**config.mk**
```make
export PLATFORM = sky130hd
export DESIGN_NAME = fica_top
export DESIGN_NICKNAME = d
export VERILOG_FILES = /design/src/pkg/fica_pkg.sv /design/src/hdl/fica_fabric_port.sv /design/src/hdl/fica_top.sv
export SDC_FILE = /design/constraint.sdc
export NUM_CORES = 1
export LEC_CHECK = 0
export BUFFER_PORTS_ARGS = -buffer_cell sky130_fd_sc_hd__buf_2
export CORE_ASPECT_RATIO = 0.9
export CORE_MARGIN = 3
export CORE_UTILIZATION = 55
export DETAILED_ROUTE_END_ITERATION = 12
export PLACE_DENSITY = 0.78
export SYNTH_ARGS = -nofsm -noshare
export SYNTH_HDL_FRONTEND = slang
export SYNTH_HIERARCHICAL = 1
export SYNTH_SLANG_ARGS = --single-unit
```
**constraint.sdc**
```tcl
create_clock -name pclk -period 2.67 [get_ports pclk]
set_input_delay 0.4005 -clock pclk [delete_from_list [all_inputs] [get_ports pclk]]
set_output_delay 0.4005 -clock pclk [all_outputs]
set_load 0.01 [all_outputs]
```
**src/pkg/fica_pkg.sv**
```systemverilog
// How it works
// writing one to the pending bit starts one fabric access at the target index
// pending stays set during the access and clears itself when it completes
// software leaves command and value alone while pending is set
// direction zero writes the fabric register, one reads it
// step-up: a value write starts a fabric write, then the index goes up one
// step-up: a value read raises the index by one and starts the next fabric read
// step-down: a value write starts a fabric write, then the index goes down one
// step-down: a value read lowers the index by one and starts the next fabric read
// with both step bits set, only step-up acts
// software clears the step bit before its last value read
// lane bit n selects data byte n of the fabric register
// unselected bytes stay unchanged in the fabric register on a write
// software sets all four lanes when it uses stepping
// the target field holds the 16-bit index of the next access
// a value read returns fabric data if direction is one, else the last host write
// bits 27 to 20 read zero and ignore writes; all fields reset to zero
package fica_pkg;

  localparam int          ADDR_W       = 12;
  localparam logic [11:0] OFFSET_VALUE = 12'h1AC;
  localparam logic [11:0] OFFSET_CMD   = 12'h1B0;

  localparam int PENDING_BIT   = 31;
  localparam int DIRECTION_BIT = 30;
  localparam int STEP_UP_BIT   = 29;
  localparam int STEP_DOWN_BIT = 28;
  localparam int RSVD_MSB      = 27;
  localparam int RSVD_LSB      = 20;
  localparam int LANE_MSB      = 19;
  localparam int LANE_LSB      = 16;
  localparam int INDEX_MSB     = 15;
  localparam int INDEX_LSB     = 0;

  localparam logic [7:0]  RSVD_VALUE   = 8'h00;
  localparam logic [3:0]  LANE_RESET   = 4'h0;
  localparam logic [15:0] INDEX_RESET  = 16'h0000;
  localparam logic [15:0] INDEX_STEP   = 16'h0001;
  localparam logic [31:0] VALUE_RESET  = 32'h00000000;

  typedef struct packed {
    logic        write;
    logic [3:0]  lanes;
    logic [15:0] index;
    logic [31:0] wdata;
  } fica_fab_req_t;

  localparam fica_fab_req_t REQ_RESET = '{1'b0, 4'h0, 16'h0000, 32'h00000000};

endpackage

```
**src/hdl/fica_fabric_port.sv**
```systemverilog
`timescale 1ns/1ps
module fica_fabric_port (
  input  wire logic                    pclk,
  input  wire logic                    presetn,
  input  wire logic                    launch,
  input  fica_pkg::fica_fab_req_t      cmd,
  input  wire logic                    fab_ack,
  input  wire logic [31:0]             fab_rdata,
  output logic                         fab_valid,
  output fica_pkg::fica_fab_req_t      fab_req,
  output logic                         done,
  output logic [31:0]                  rdata
);

  typedef enum {FICA_ST_IDLE, FICA_ST_WAIT} fica_port_state_t;

  fica_port_state_t        state_reg;
  fica_port_state_t        state_next;
  logic                    valid_reg;
  fica_pkg::fica_fab_req_t req_reg;
  logic                    done_reg;
  logic [31:0]             rdata_reg;

  wire take = (state_reg == FICA_ST_IDLE) & launch;
  wire fin  = (state_reg == FICA_ST_WAIT) & fab_ack;

  always_comb begin
    state_next = state_reg;
    unique case (state_reg)
      FICA_ST_IDLE: if (launch) state_next = FICA_ST_WAIT;
      FICA_ST_WAIT: if (fab_ack) state_next = FICA_ST_IDLE;
    endcase
  end

  always_ff @(posedge pclk or negedge presetn) begin
    if (!presetn) begin
      state_reg <= FICA_ST_IDLE;
      valid_reg <= 1'b0;
      req_reg   <= fica_pkg::REQ_RESET;
      done_reg  <= 1'b0;
      rdata_reg <= fica_pkg::VALUE_RESET;
    end else begin
      state_reg <= state_next;
      valid_reg <= take | (valid_reg & ~fin);
      done_reg  <= fin;
      if (take) req_reg <= cmd;
      if (fin && !req_reg.write) rdata_reg <= fab_rdata;
    end
  end

  assign fab_valid = valid_reg;
  assign fab_req   = req_reg;
  assign done      = done_reg;
  assign rdata     = rdata_reg;

endmodule

```
**src/hdl/fica_top.sv**
```systemverilog
`timescale 1ns/1ps
module fica_top (
  input  wire logic                    pclk,
  input  wire logic                    presetn,
  input  wire logic                    psel,
  input  wire logic                    penable,
  input  wire logic                    pwrite,
  input  wire logic [11:0]             paddr,
  input  wire logic [31:0]             pwdata,
  input  wire logic [3:0]              pstrb,
  output logic [31:0]                  prdata,
  output logic                         pready,
  output logic                         pslverr,
  output logic                         fab_valid,
  output fica_pkg::fica_fab_req_t      fab_req,
  input  wire logic                    fab_ack,
  input  wire logic [31:0]             fab_rdata
);

  // command register fields
  logic        access_pending_reg;
  logic        access_pending_next;
  logic        direction_select_reg;
  logic        step_up_enable_reg;
  logic        step_down_enable_reg;
  logic [3:0]  lane_select_reg;
  logic [15:0] target_index_reg;
  logic [15:0] target_index_next;

  // value register: last host write; fabric read data lives in the port
  logic [31:0] host_value_reg;

  // apb answer
  logic        pready_reg;
  logic        pslverr_reg;
  logic [31:0] prdata_reg;

  logic        launch_reg;

  wire         port_done;
  wire [31:0]  port_rdata;

  // bus decode
  wire apb_access = psel & penable;
  wire apb_first  = apb_access & ~pready_reg;
  wire apb_done   = apb_access & pready_reg;
  wire wr_done    = apb_done & pwrite;
  wire rd_done    = apb_done & ~pwrite;

  wire hit_value  = (paddr == fica_pkg::OFFSET_VALUE);
  wire hit_cmd    = (paddr == fica_pkg::OFFSET_CMD);
  wire hit_none   = ~(hit_value | hit_cmd);

  wire [31:0] wmask = {{8{pstrb[3]}}, {8{pstrb[2]}}, {8{pstrb[1]}}, {8{pstrb[0]}}};

  wire [31:0] cmd_view = {access_pending_reg,
                          direction_select_reg,
                          step_up_enable_reg,
                          step_down_enable_reg,
                          fica_pkg::RSVD_VALUE,
                          lane_select_reg,
                          target_index_reg};

  wire [31:0] cmd_merged   = (cmd_view & ~wmask) | (pwdata & wmask);
  wire [31:0] value_merged = (host_value_reg & ~wmask) | (pwdata & wmask);

  // while an access runs, host changes to command or value are dropped
  wire cmd_write   = wr_done & hit_cmd & ~access_pending_reg;
  wire value_write = wr_done & hit_value & ~access_pending_reg;
  wire value_read  = rd_done & hit_value & ~access_pending_reg;

  wire step_any    = step_up_enable_reg | step_down_enable_reg;

  // step-up wins when both are set
  wire [15:0] index_stepped = step_up_enable_reg ?
                              16'(target_index_reg + fica_pkg::INDEX_STEP) :
                              16'(target_index_reg - fica_pkg::INDEX_STEP);

  wire cmd_start        = cmd_write & cmd_merged[fica_pkg::PENDING_BIT];
  wire auto_write_start = value_write & step_any;
  wire auto_read_start  = value_read & step_any;
  wire start            = cmd_start | auto_write_start | auto_read_start;

  wire write_finished   = port_done & fab_req.write;
  wire post_step        = write_finished & step_any;

  // value read source follows direction
  wire [31:0] value_view = direction_select_reg ? port_rdata : host_value_reg;

  wire [31:0] read_mux = hit_value ? value_view :
                         hit_cmd   ? cmd_view   :
                                     32'h00000000;

  // launch request built from the registers one cycle after start
  wire fica_pkg::fica_fab_req_t launch_cmd = '{
    write: ~direction_select_reg,
    lanes: lane_select_reg,
    index: target_index_reg,
    wdata: host_value_reg
  };

  // pending is set by a start and cleared by completion; set wins
  always_comb begin
    access_pending_next = access_pending_reg;
    if (port_done) access_pending_next = 1'b0;
    if (start) access_pending_next = 1'b1;
  end

  always_comb begin
    target_index_next = target_index_reg;
    if (cmd_write) begin
      target_index_next = cmd_merged[fica_pkg::INDEX_MSB:fica_pkg::INDEX_LSB];
    end else if (auto_read_start || post_step) begin
      target_index_next = index_stepped;
    end
  end

  always_ff @(posedge pclk or negedge presetn) begin
    if (!presetn) begin
      access_pending_reg <= 1'b0;
      target_index_reg   <= fica_pkg::INDEX_RESET;
      launch_reg         <= 1'b0;
    end else begin
      access_pending_reg <= access_pending_next;
      target_index_reg   <= target_index_next;
      launch_reg         <= start;
    end
  end

  always_ff @(posedge pclk or negedge presetn) begin
    if (!presetn) begin
      direction_select_reg <= 1'b0;
      step_up_enable_reg   <= 1'b0;
      step_down_enable_reg <= 1'b0;
      lane_select_reg      <= fica_pkg::LANE_RESET;
    end else if (cmd_write) begin
      direction_select_reg <= cmd_merged[fica_pkg::DIRECTION_BIT];
      step_up_enable_reg   <= cmd_merged[fica_pkg::STEP_UP_BIT];
      step_down_enable_reg <= cmd_merged[fica_pkg::STEP_DOWN_BIT];
      lane_select_reg      <= cmd_merged[fica_pkg::LANE_MSB:fica_pkg::LANE_LSB];
    end
  end

  always_ff @(posedge pclk or negedge presetn) begin
    if (!presetn) begin
      host_value_reg <= fica_pkg::VALUE_RESET;
    end else if (value_write) begin
      host_value_reg <= value_merged;
    end
  end

  // one wait state: answer in the second access cycle
  always_ff @(posedge pclk or negedge presetn) begin
    if (!presetn) begin
      pready_reg  <= 1'b0;
      pslverr_reg <= 1'b0;
      prdata_reg  <= 32'h00000000;
    end else begin
      pready_reg  <= apb_first;
      pslverr_reg <= apb_first & hit_none;
      if (apb_first && !pwrite) prdata_reg <= read_mux;
    end
  end

  fica_fabric_port u_port (
    .pclk      (pclk),
    .presetn   (presetn),
    .launch    (launch_reg),
    .cmd       (launch_cmd),
    .fab_ack   (fab_ack),
    .fab_rdata (fab_rdata),
    .fab_valid (fab_valid),
    .fab_req   (fab_req),
    .done      (port_done),
    .rdata     (port_rdata)
  );

  assign prdata  = prdata_reg;
  assign pready  = pready_reg;
  assign pslverr = pslverr_reg;
endmodule

```
# [After elaboration in Yosys (flattened, before gate mapping)]
# Index checks and enable logic that the tools add are counted.
[totals] register_bits=210 wordCells=85 input_bits=86 output_inout_bits=88
[op_classes] n_addsub=2 eq_ne=6 n_bitwise=37 reduce_logical=10 mux=11
[op_table] cell="32-bit two-way mux" n=5
[op_table] cell="32-bit bitwise AND" n=3
[op_table] cell="32-bit zero test" n=2
[op_table] cell="32-bit OR" n=2
[op_table] cell="32-bit one-hot mux with 2 select lines" n=1
[op_table] cell="16-bit two-way mux" n=3
[op_table] cell="32-bit by 1-bit equality test with 1-bit output (second input constant)" n=1
[op_table] cell="32-bit by 2-bit equality test with 1-bit output (second input constant)" n=1
[op_table] cell="32-bit inverter" n=1
[op_table] cell="12-bit by 9-bit equality test with 1-bit output (second input constant)" n=2
[op_table] cell="1-bit bitwise AND" n=20
[op_table] cell="16-bit by 1-bit adder with 16-bit output (second input constant)" n=1
[op_table] cell="16-bit by 1-bit subtractor with 16-bit output (second input constant)" n=1
[op_table] cell="1-bit inverter" n=6
[op_table] cell="1-bit OR" n=5
[op_table] cell="2-bit inequality test (second input constant)" n=2
[op_table] cell="2-bit nonzero test" n=2
[op_table] cell="1-bit logical AND" n=2
[op_table] cell="1-bit zero test" n=2
[op_table] cell="1-bit two-way mux" n=2
[op_table] cell="2-bit AND reduction" n=1
[op_table] cell="1-bit logical OR" n=1

# [Longest topological paths before layout]
# Gate-level depths: netlist of run 1.
[logic_depth] ltp_word=9 mapped_depth=9 depth_no_buf=9

# [Cells and area by module]
# The synthesis of run 1 kept the hierarchy.
[modules_own_cells] mod="fica_top" seq_area_each_um2=2277.2 area_per_inst_um2=4807.1 n_inst=1 cells_per_inst=439
[modules_own_cells] mod="fica_fabric_port" seq_area_each_um2=2202.1 area_per_inst_um2=3324.4 n_inst=1 cells_per_inst=190

# [Least setup slack after synthesis of run 1]
# No wires, ideal clock.
[synth_path] path_type="input to register" start="input paddr[11]" end="register with a tool-made name" stages=8 path_slack_ps=262 n_path_buf=2 required_time_ps=2544 setup_time_ps=126 t_arrival_ps=2282 cell_sequence="or4_1 > or2_1 > buf_2 > nor3_4 > and3_1 > buf_4 > nor2_4 > a221o_1"
[synth_rtl] element="start: declaration" line_no="fica_top.sv:8" text="input wire logic [11:0] paddr,"

==> results.py, run 1 <==
metrics = {
    "outcome": {
        "status": "completed",
    },
    "clocking": {
        "htree_num_levels": 4,
        "cts_buffer_depth": 2,
        "cts_sinks": 179,
        "post-cts-setup-buffers": 0,
        "clk_latency_ns": 0.43,
        "cts_buffers": 17,
        "cts-root-buf": "clkbuf_16",
        "clk_pin_slew_ns": 0.07,
        "cts_tree": "done",
    },
    "global_route": {
        "met3_usage": 0.0742,
        "busiest_layer": "met2",
        "use_met2": 0.433,
        "grt_pass1_vias": 6144,
        "grt_pass1_wl_um": 32700,
        "gr-usage-met1": 0.331,
        "grt_use_total": 0.261,
        "grt_max_degree": 103,
        "grt_overflow": 0,
        "antenna_found_initial": 1,
    },
    "final_layout": {
        "final_common_cell": "dfrtp_1",
        "multiInputGateArea_um2": 3440,
        "nFillCells": 1074,
        "nets": 918,
        "mostFrequentLayoutCells": "178 x dfrtp_1, 172 x buf_2, 142 x mux2_2",
        "stdcell_area_um2": 9880,
        "area_delta_synth_final_pct": 21.5,
        "register_area_um2": 4480,
        "fin_util": 0.693,
        "drive_gt1_frac": 0.467,
        "stdcell_count": 1024,
    },
    "power": {
        "switchingPower_mw": 1.47,
        "p_comb_frac": 0.086,
        "power_density_nw_per_um2": 615,
        "p_clk_frac": 0.411,
        "sw_frac_of_total": 0.241,
        "ir_drop_uv": 466,
        "leakage_nw": 5.07,
        "p_int_mw": 4.61,
        "power_frac_seq": 0.502,
    },
    "sta": {
        "tightest_slew_ns": 0.746,
        "maxSlewHeadroom": 0.503,
        "hold_viol": 0,
        "finalSetupViolCount": 0,
        "fmaxAchievable_mhz": 426,
        "setup_slack_ns": 0.320,
        "finalCriticalPeriod_ns": 2.35,
        "fin_skew_ns": 0.00673,
        "period_share": 0.880,
        "drv_slew": 0,
        "fin_tns_setup_ns": 0,
        "grt_setup_unrepaired": "false",
    },
    "synthesis": {
        "synthFlopType": "dfrtp_1",
        "synth_top_family_by_area": "multiplexers",
        "async_reset_ff_frac": 1.00,
        "yosysWarnings": 6,
        "ys_seq_area_frac": 0.551,
        "synthMuxAreaShare": 0.216,
        "netlist_area_um2": 8130,
        "synth_top_cell_by_area": "dfrtp_1",
        "synth_top_area_frac": 0.551,
        "synth_xor_area_frac": 0.0118,
        "synth-simple-area-share": 0.0754,
        "synth_edf_count": 0,
        "yosys.cell_types.count": 55,
        "syn-instance-count": 629,
        "synth_fa_ha_area_frac": 0.0240,
        "syn_area_per_cell_um2": 12.9,
        "synth_compound_area_frac": 0.0942,
        "ys_seq_elements": 179,
        "syn-num-nets": 730,
        "synth_area_leaders": "dfrtp_1 55%, mux2_2 20%, nor2_1 2.7%",
    },
    "setup_path": {
        "crit_slowest_cell": "dfrtp_1",
        "required_ns": 2.99,
        "arrival_ns": 2.67,
        "end_kind": "register",
        "critPathKind": "reg -> reg",
        "crit_path_max_incr_delay_ns": 0.39,
        "path_cells": "inv_2 -> ha_1 -> a211oi_1 -> nor2_1 -> o31a_1 -> o21ai_0 -> nor2b_1 -> xor2_1 -> a221oi_1",
        "start_kind": "register",
        "crit_fanout": 7,
    },
    "placed_design": {
        "post_dp_cell_area_um2": 9280,
        "post-place-ws_ns": 0.0669,
        "gp_congestion": 0.908,
        "numPortBuffers": 173,
        "place_hpwl_um": 14600,
        "place_inst": 990,
    },
    "floorplan": {
        "io_pins": 174,
        "fp.dieArea_um2": 16300,
        "die_y_um": 121,
        "core_um2": 14300,
        "rows": 41,
        "start_util": 0.570,
        "die_w_um": 134,
    },
    "routing": {
        "drt-pass1-iter-count": 4,
        "ant_nets": 0,
        "vias": 5850,
        "drt-wirelength-per-cell_um": 19.9,
        "drtIter0Drc": 325,
        "vias_per_cell": 5.71,
        "drc": 0,
        "routed_wl_um": 20400,
    },
    "hold_path": {
        "hold_start": "fab_ack",
        "min_path_type": "in -> reg",
    },
    "run": {
        "drv_cap": 0,
    },
}
worst max-delay path: cells and delay by family (launching register included):
| family | cells | cell delay, ns |
|---|---|---|
| AOI/OAI and AO/OA | 4 | 1.06 |
| xor gates and xnor gates | 1 | 0.09 |
| adders and majority gates | 1 | 0.27 |
| buffers and inverters | 1 | 0.14 |
| DFF | 1 | 0.39 |
| and+or+nand+nor | 2 | 0.29 |
cell families (layout without fill, tap and decap cells):
| logic type | after synthesis | count (layout) |
|---|---|---|
| AOI/OAI and AO/OA | 106 | 106 |
| xor gates and xnor gates | 11 | 11 |
| adders and majority gates | 15 | 15 |
| buffers and inverters | 39 | 240 |
| DFF | 179 | 179 |
| muxes | 155 | 155 |
| other | 0 | 1 |
| and+or+nand+nor | 124 | 124 |
worst paths after layout:
check	to	slack, ns	cells after the start
max	register	0.32	9
min	u_port/fab_valid$_DFF_PN0_	0.19	2
max reg2reg	register	0.32	9
min reg2reg	prdata[21]$_DFFE_PN0P_	0.48	2
max in group asynchronous	asynchronous set/reset pin	1.40	3
min in group asynchronous	asynchronous set/reset pin	0.41	2
power groups by stage:
stage | registers [mW] | logic [mW] | clock network, mW
after detailed placement | 3.10 | 0.527 | 0
after CTS | 3.05 | 0.532 | 2.54
after global placement | 3.08 | 0.503 | 0
final | 3.05 | 0.524 | 2.50
after floorplan | 3.09 | 0.236 | 0
after global routing | 3.07 | 0.575 | 2.66
final cells by class:
class                           count  area share
Tap cell                          193      0.0244
Sequential cell                   179       0.453
Clock inverter                     13      0.0151
Clock buffer                       19      0.0448
Antenna cell                        1    0.000253
Inverter                           10     0.00380
Multi-Input combinational cell    411       0.348
Timing Repair Buffer              198       0.110
cells in the mapped netlist (2+ instances only):
cell type	n
nand3_1	2
o21ai_0	15
xnor2_1	6
dfrtp_1	179
a21o_1	2
inv_1	10
ha_1	14
a221oi_1	24
o211ai_1	3
a211oi_1	5
a221o_1	7
buf_6	10
a21oi_1	16
nand4_1	2
xor2_1	5
mux2i_1	8
nor2b_1	4
nand2_1	27
o21bai_1	3
and3_1	4
nor3_1	5
clkbuf_1	14
o21a_1	5
nor3_2	2
o22ai_1	6
buf_1	2
buf_2	2
nand2b_1	3
o31a_1	2
o31ai_1	9
a22oi_1	3
mux2_2	142
nand3b_1	3
mux2_4	5
nor2_1	58
and2_1	3
what timing repair did:
item,in CTS,in global routing
gates resized for setup,0,1
setup endpoints to repair,0,1
hold buffers,1,0
hold endpoints to repair,30,0
metal layers:
metal / wire [µm] / up-vias
met3: 1440 / 36
li1: - / 2689
met4: 377 / 0
met1: 8520 / 2936
met5: 0 / -
met2: 10100 / 189
through the flow:
stage	power, mW	hold WS [ns]
after floorplan	3.33	0.105
after global placement	3.58	0.298
after detailed placement	3.63	0.295
after CTS	6.12	0.175
after global routing	6.31	0.180
final	6.08	0.186
(Power assumes the default switching activity.)
==> run 2: changes to the inputs <==
- CORE_UTILIZATION: 55 -> 59
- PLACE_DENSITY: 0.78 -> 0.83
- clock period: 2.67 -> 2.95 ns (I/O delays scaled with it)
==> run 2 against run 1 <==
Effect of this change: sequential power decreased by 9.5%; sequential share of layout area up 0.61 points; total power shrank 11%; non-clock buffer count decreased by 11; sequential cell count did not move; critical path type unchanged; largest power group unchanged.
==> results.py, run 2 (synthesized netlist as in run 1, its figures left out) <==
metrics = {
    "clocking": {
        "cts_resized": 0,
        "postCtsHoldBufs": 0,
        "clk_latency_ns": 0.44,
        "cts_tree": "done",
        "cts-root-buf": "clkbuf_16",
        "cts_buffer_depth": 2,
        "cts_sinks": 179,
        "post-cts-setup-buffers": 0,
        "clk_pin_slew_ns": 0.07,
        "htree_num_levels": 4,
        "cts_buffers": 17,
    },
    "power": {
        "leakage_nw": 5.00,
        "power_mw": 5.43,
        "power_density_nw_per_um2": 557,
        "ir_drop_uv": 438,
    },
    "setup_path": {
        "end_kind": "register",
        "crit_fanout": 10,
        "regToRegSetupSlack_ns": 0.38,
        "critPathKind": "reg -> reg",
        "required_ns": 3.24,
        "start_kind": "register",
        "rr_worst_depth": 10,
        "arrival_ns": 2.86,
    },
    "routing": {
        "routed_wl_um": 20100,
        "vias": 5869,
        "drc": 0,
        "drt-pass1-iter-count": 5,
        "ant_nets": 0,
        "drt-wirelength-per-cell_um": 20.4,
        "vias_per_cell": 5.95,
        "drtIter0Drc": 367,
    },
    "sta": {
        "fmaxAchievable_mhz": 389,
        "drv_slew": 0,
        "tightest_slew_ns": 0.947,
        "whs_ns": 0.0365,
        "fin_skew_ns": 0.0119,
        "grt_setup_unrepaired": "false",
        "period_share": 0.872,
        "maxSlewHeadroom": 0.368,
        "hold_viol": 0,
        "finalSetupViolCount": 0,
        "fin_tns_setup_ns": 0,
        "setup_slack_ns": 0.378,
        "finalCriticalPeriod_ns": 2.57,
    },
    "floorplan": {
        "rows": 40,
        "start_util": 0.606,
        "die_y_um": 117,
        "die_w_um": 130,
        "io_pins": 174,
        "core_um2": 13400,
        "fp.dieArea_um2": 15200,
    },
    "global_route": {
        "grt_use_total": 0.271,
        "grt_overflow": 0,
        "grt_pass1_vias": 6167,
        "busiest_layer": "met2",
        "grt_pass1_wl_um": 32100,
        "use_met2": 0.441,
        "met3_usage": 0.0829,
        "gr-usage-met1": 0.355,
        "antenna_found_initial": 2,
        "grt_max_degree": 81,
    },
    "outcome": {
        "status": "completed",
    },
    "final_layout": {
        "final_common_cell": "dfrtp_1",
        "nets": 907,
        "drive_gt1_frac": 0.458,
        "area_delta_synth_final_pct": 19.9,
        "mostFrequentLayoutCells": "178 x dfrtp_1, 172 x buf_2, 142 x mux2_2",
        "stdcell_area_um2": 9750,
        "fin_util": 0.727,
        "stdcell_count": 986,
    },
    "hold_path": {
        "min_path_type": "in -> async",
    },
    "placed_design": {
        "post-place-ws_ns": 0.0364,
        "numPortBuffers": 173,
        "gp_congestion": 0.862,
        "place_hpwl_um": 14400,
        "place_inst": 955,
        "post_dp_cell_area_um2": 9180,
    },
    "run": {
        "drv_cap": 0,
    },
}
[run 2: changes by cell type in the layout (fill, tap and decap cells not counted), sizes merged]
cell	previous run	this run
clkinv	6	7
dlygate4sd3	1	0
inv	15	12
buf	197	187
[run 2: worst paths after layout]
| path | to |
|---|---|
| worst max-delay path | register |
| worst min-delay path | u_port/rdata[4]$_DFFE_PN0P_ |
| worst max register to register | register |
| worst min register to register | prdata[25]$_DFFE_PN0P_ |
| max in group asynchronous | asynchronous set/reset pin |
| min in group pclk | u_port/fab_valid$_DFF_PN0_ |
[run 2: routing by layer]
layer	share of wire	vias to the layer above
li1	-	2665
met2	0.49	232
met1	0.42	2945
met3	0.077	25
met5	0.00035	-
met4	0.0098	2
[run 2: area by class of cell]
type / count / area, µm²
multi-input cells: 411 / 3440
clock buffers: 19 / 433
fillers: 945 / 3660
clock inverters: 11 / 131
diodes: 1 / 2.50
inverters: 10 / 37.5
repair buffers: 187 / 1010
flip-flops and latches: 179 / 4480
well taps: 168 / 210
[run 2: where the power goes]
part / internal, mW / leakage (nW) / switching, mW
Clock: 1.25 / 0.278 / 0.949
Combinational: 0.236 / 2.36 / 0.239
Sequential: 2.65 / 2.37 / 0.113
Total: 4.13 / 5.00 / 1.30
[run 2: critical path, stage by stage, from the launching register on]
cell and delay [ns]:
dfrtp_1 0.39, inv_1 0.20, buf_4 0.24, ha_1 0.28, o211a_1 0.23, o31ai_1 0.10
a31o_2 0.26, a31oi_1 0.10, a211oi_1 0.31, xor2_1 0.23, a21oi_1 0.09
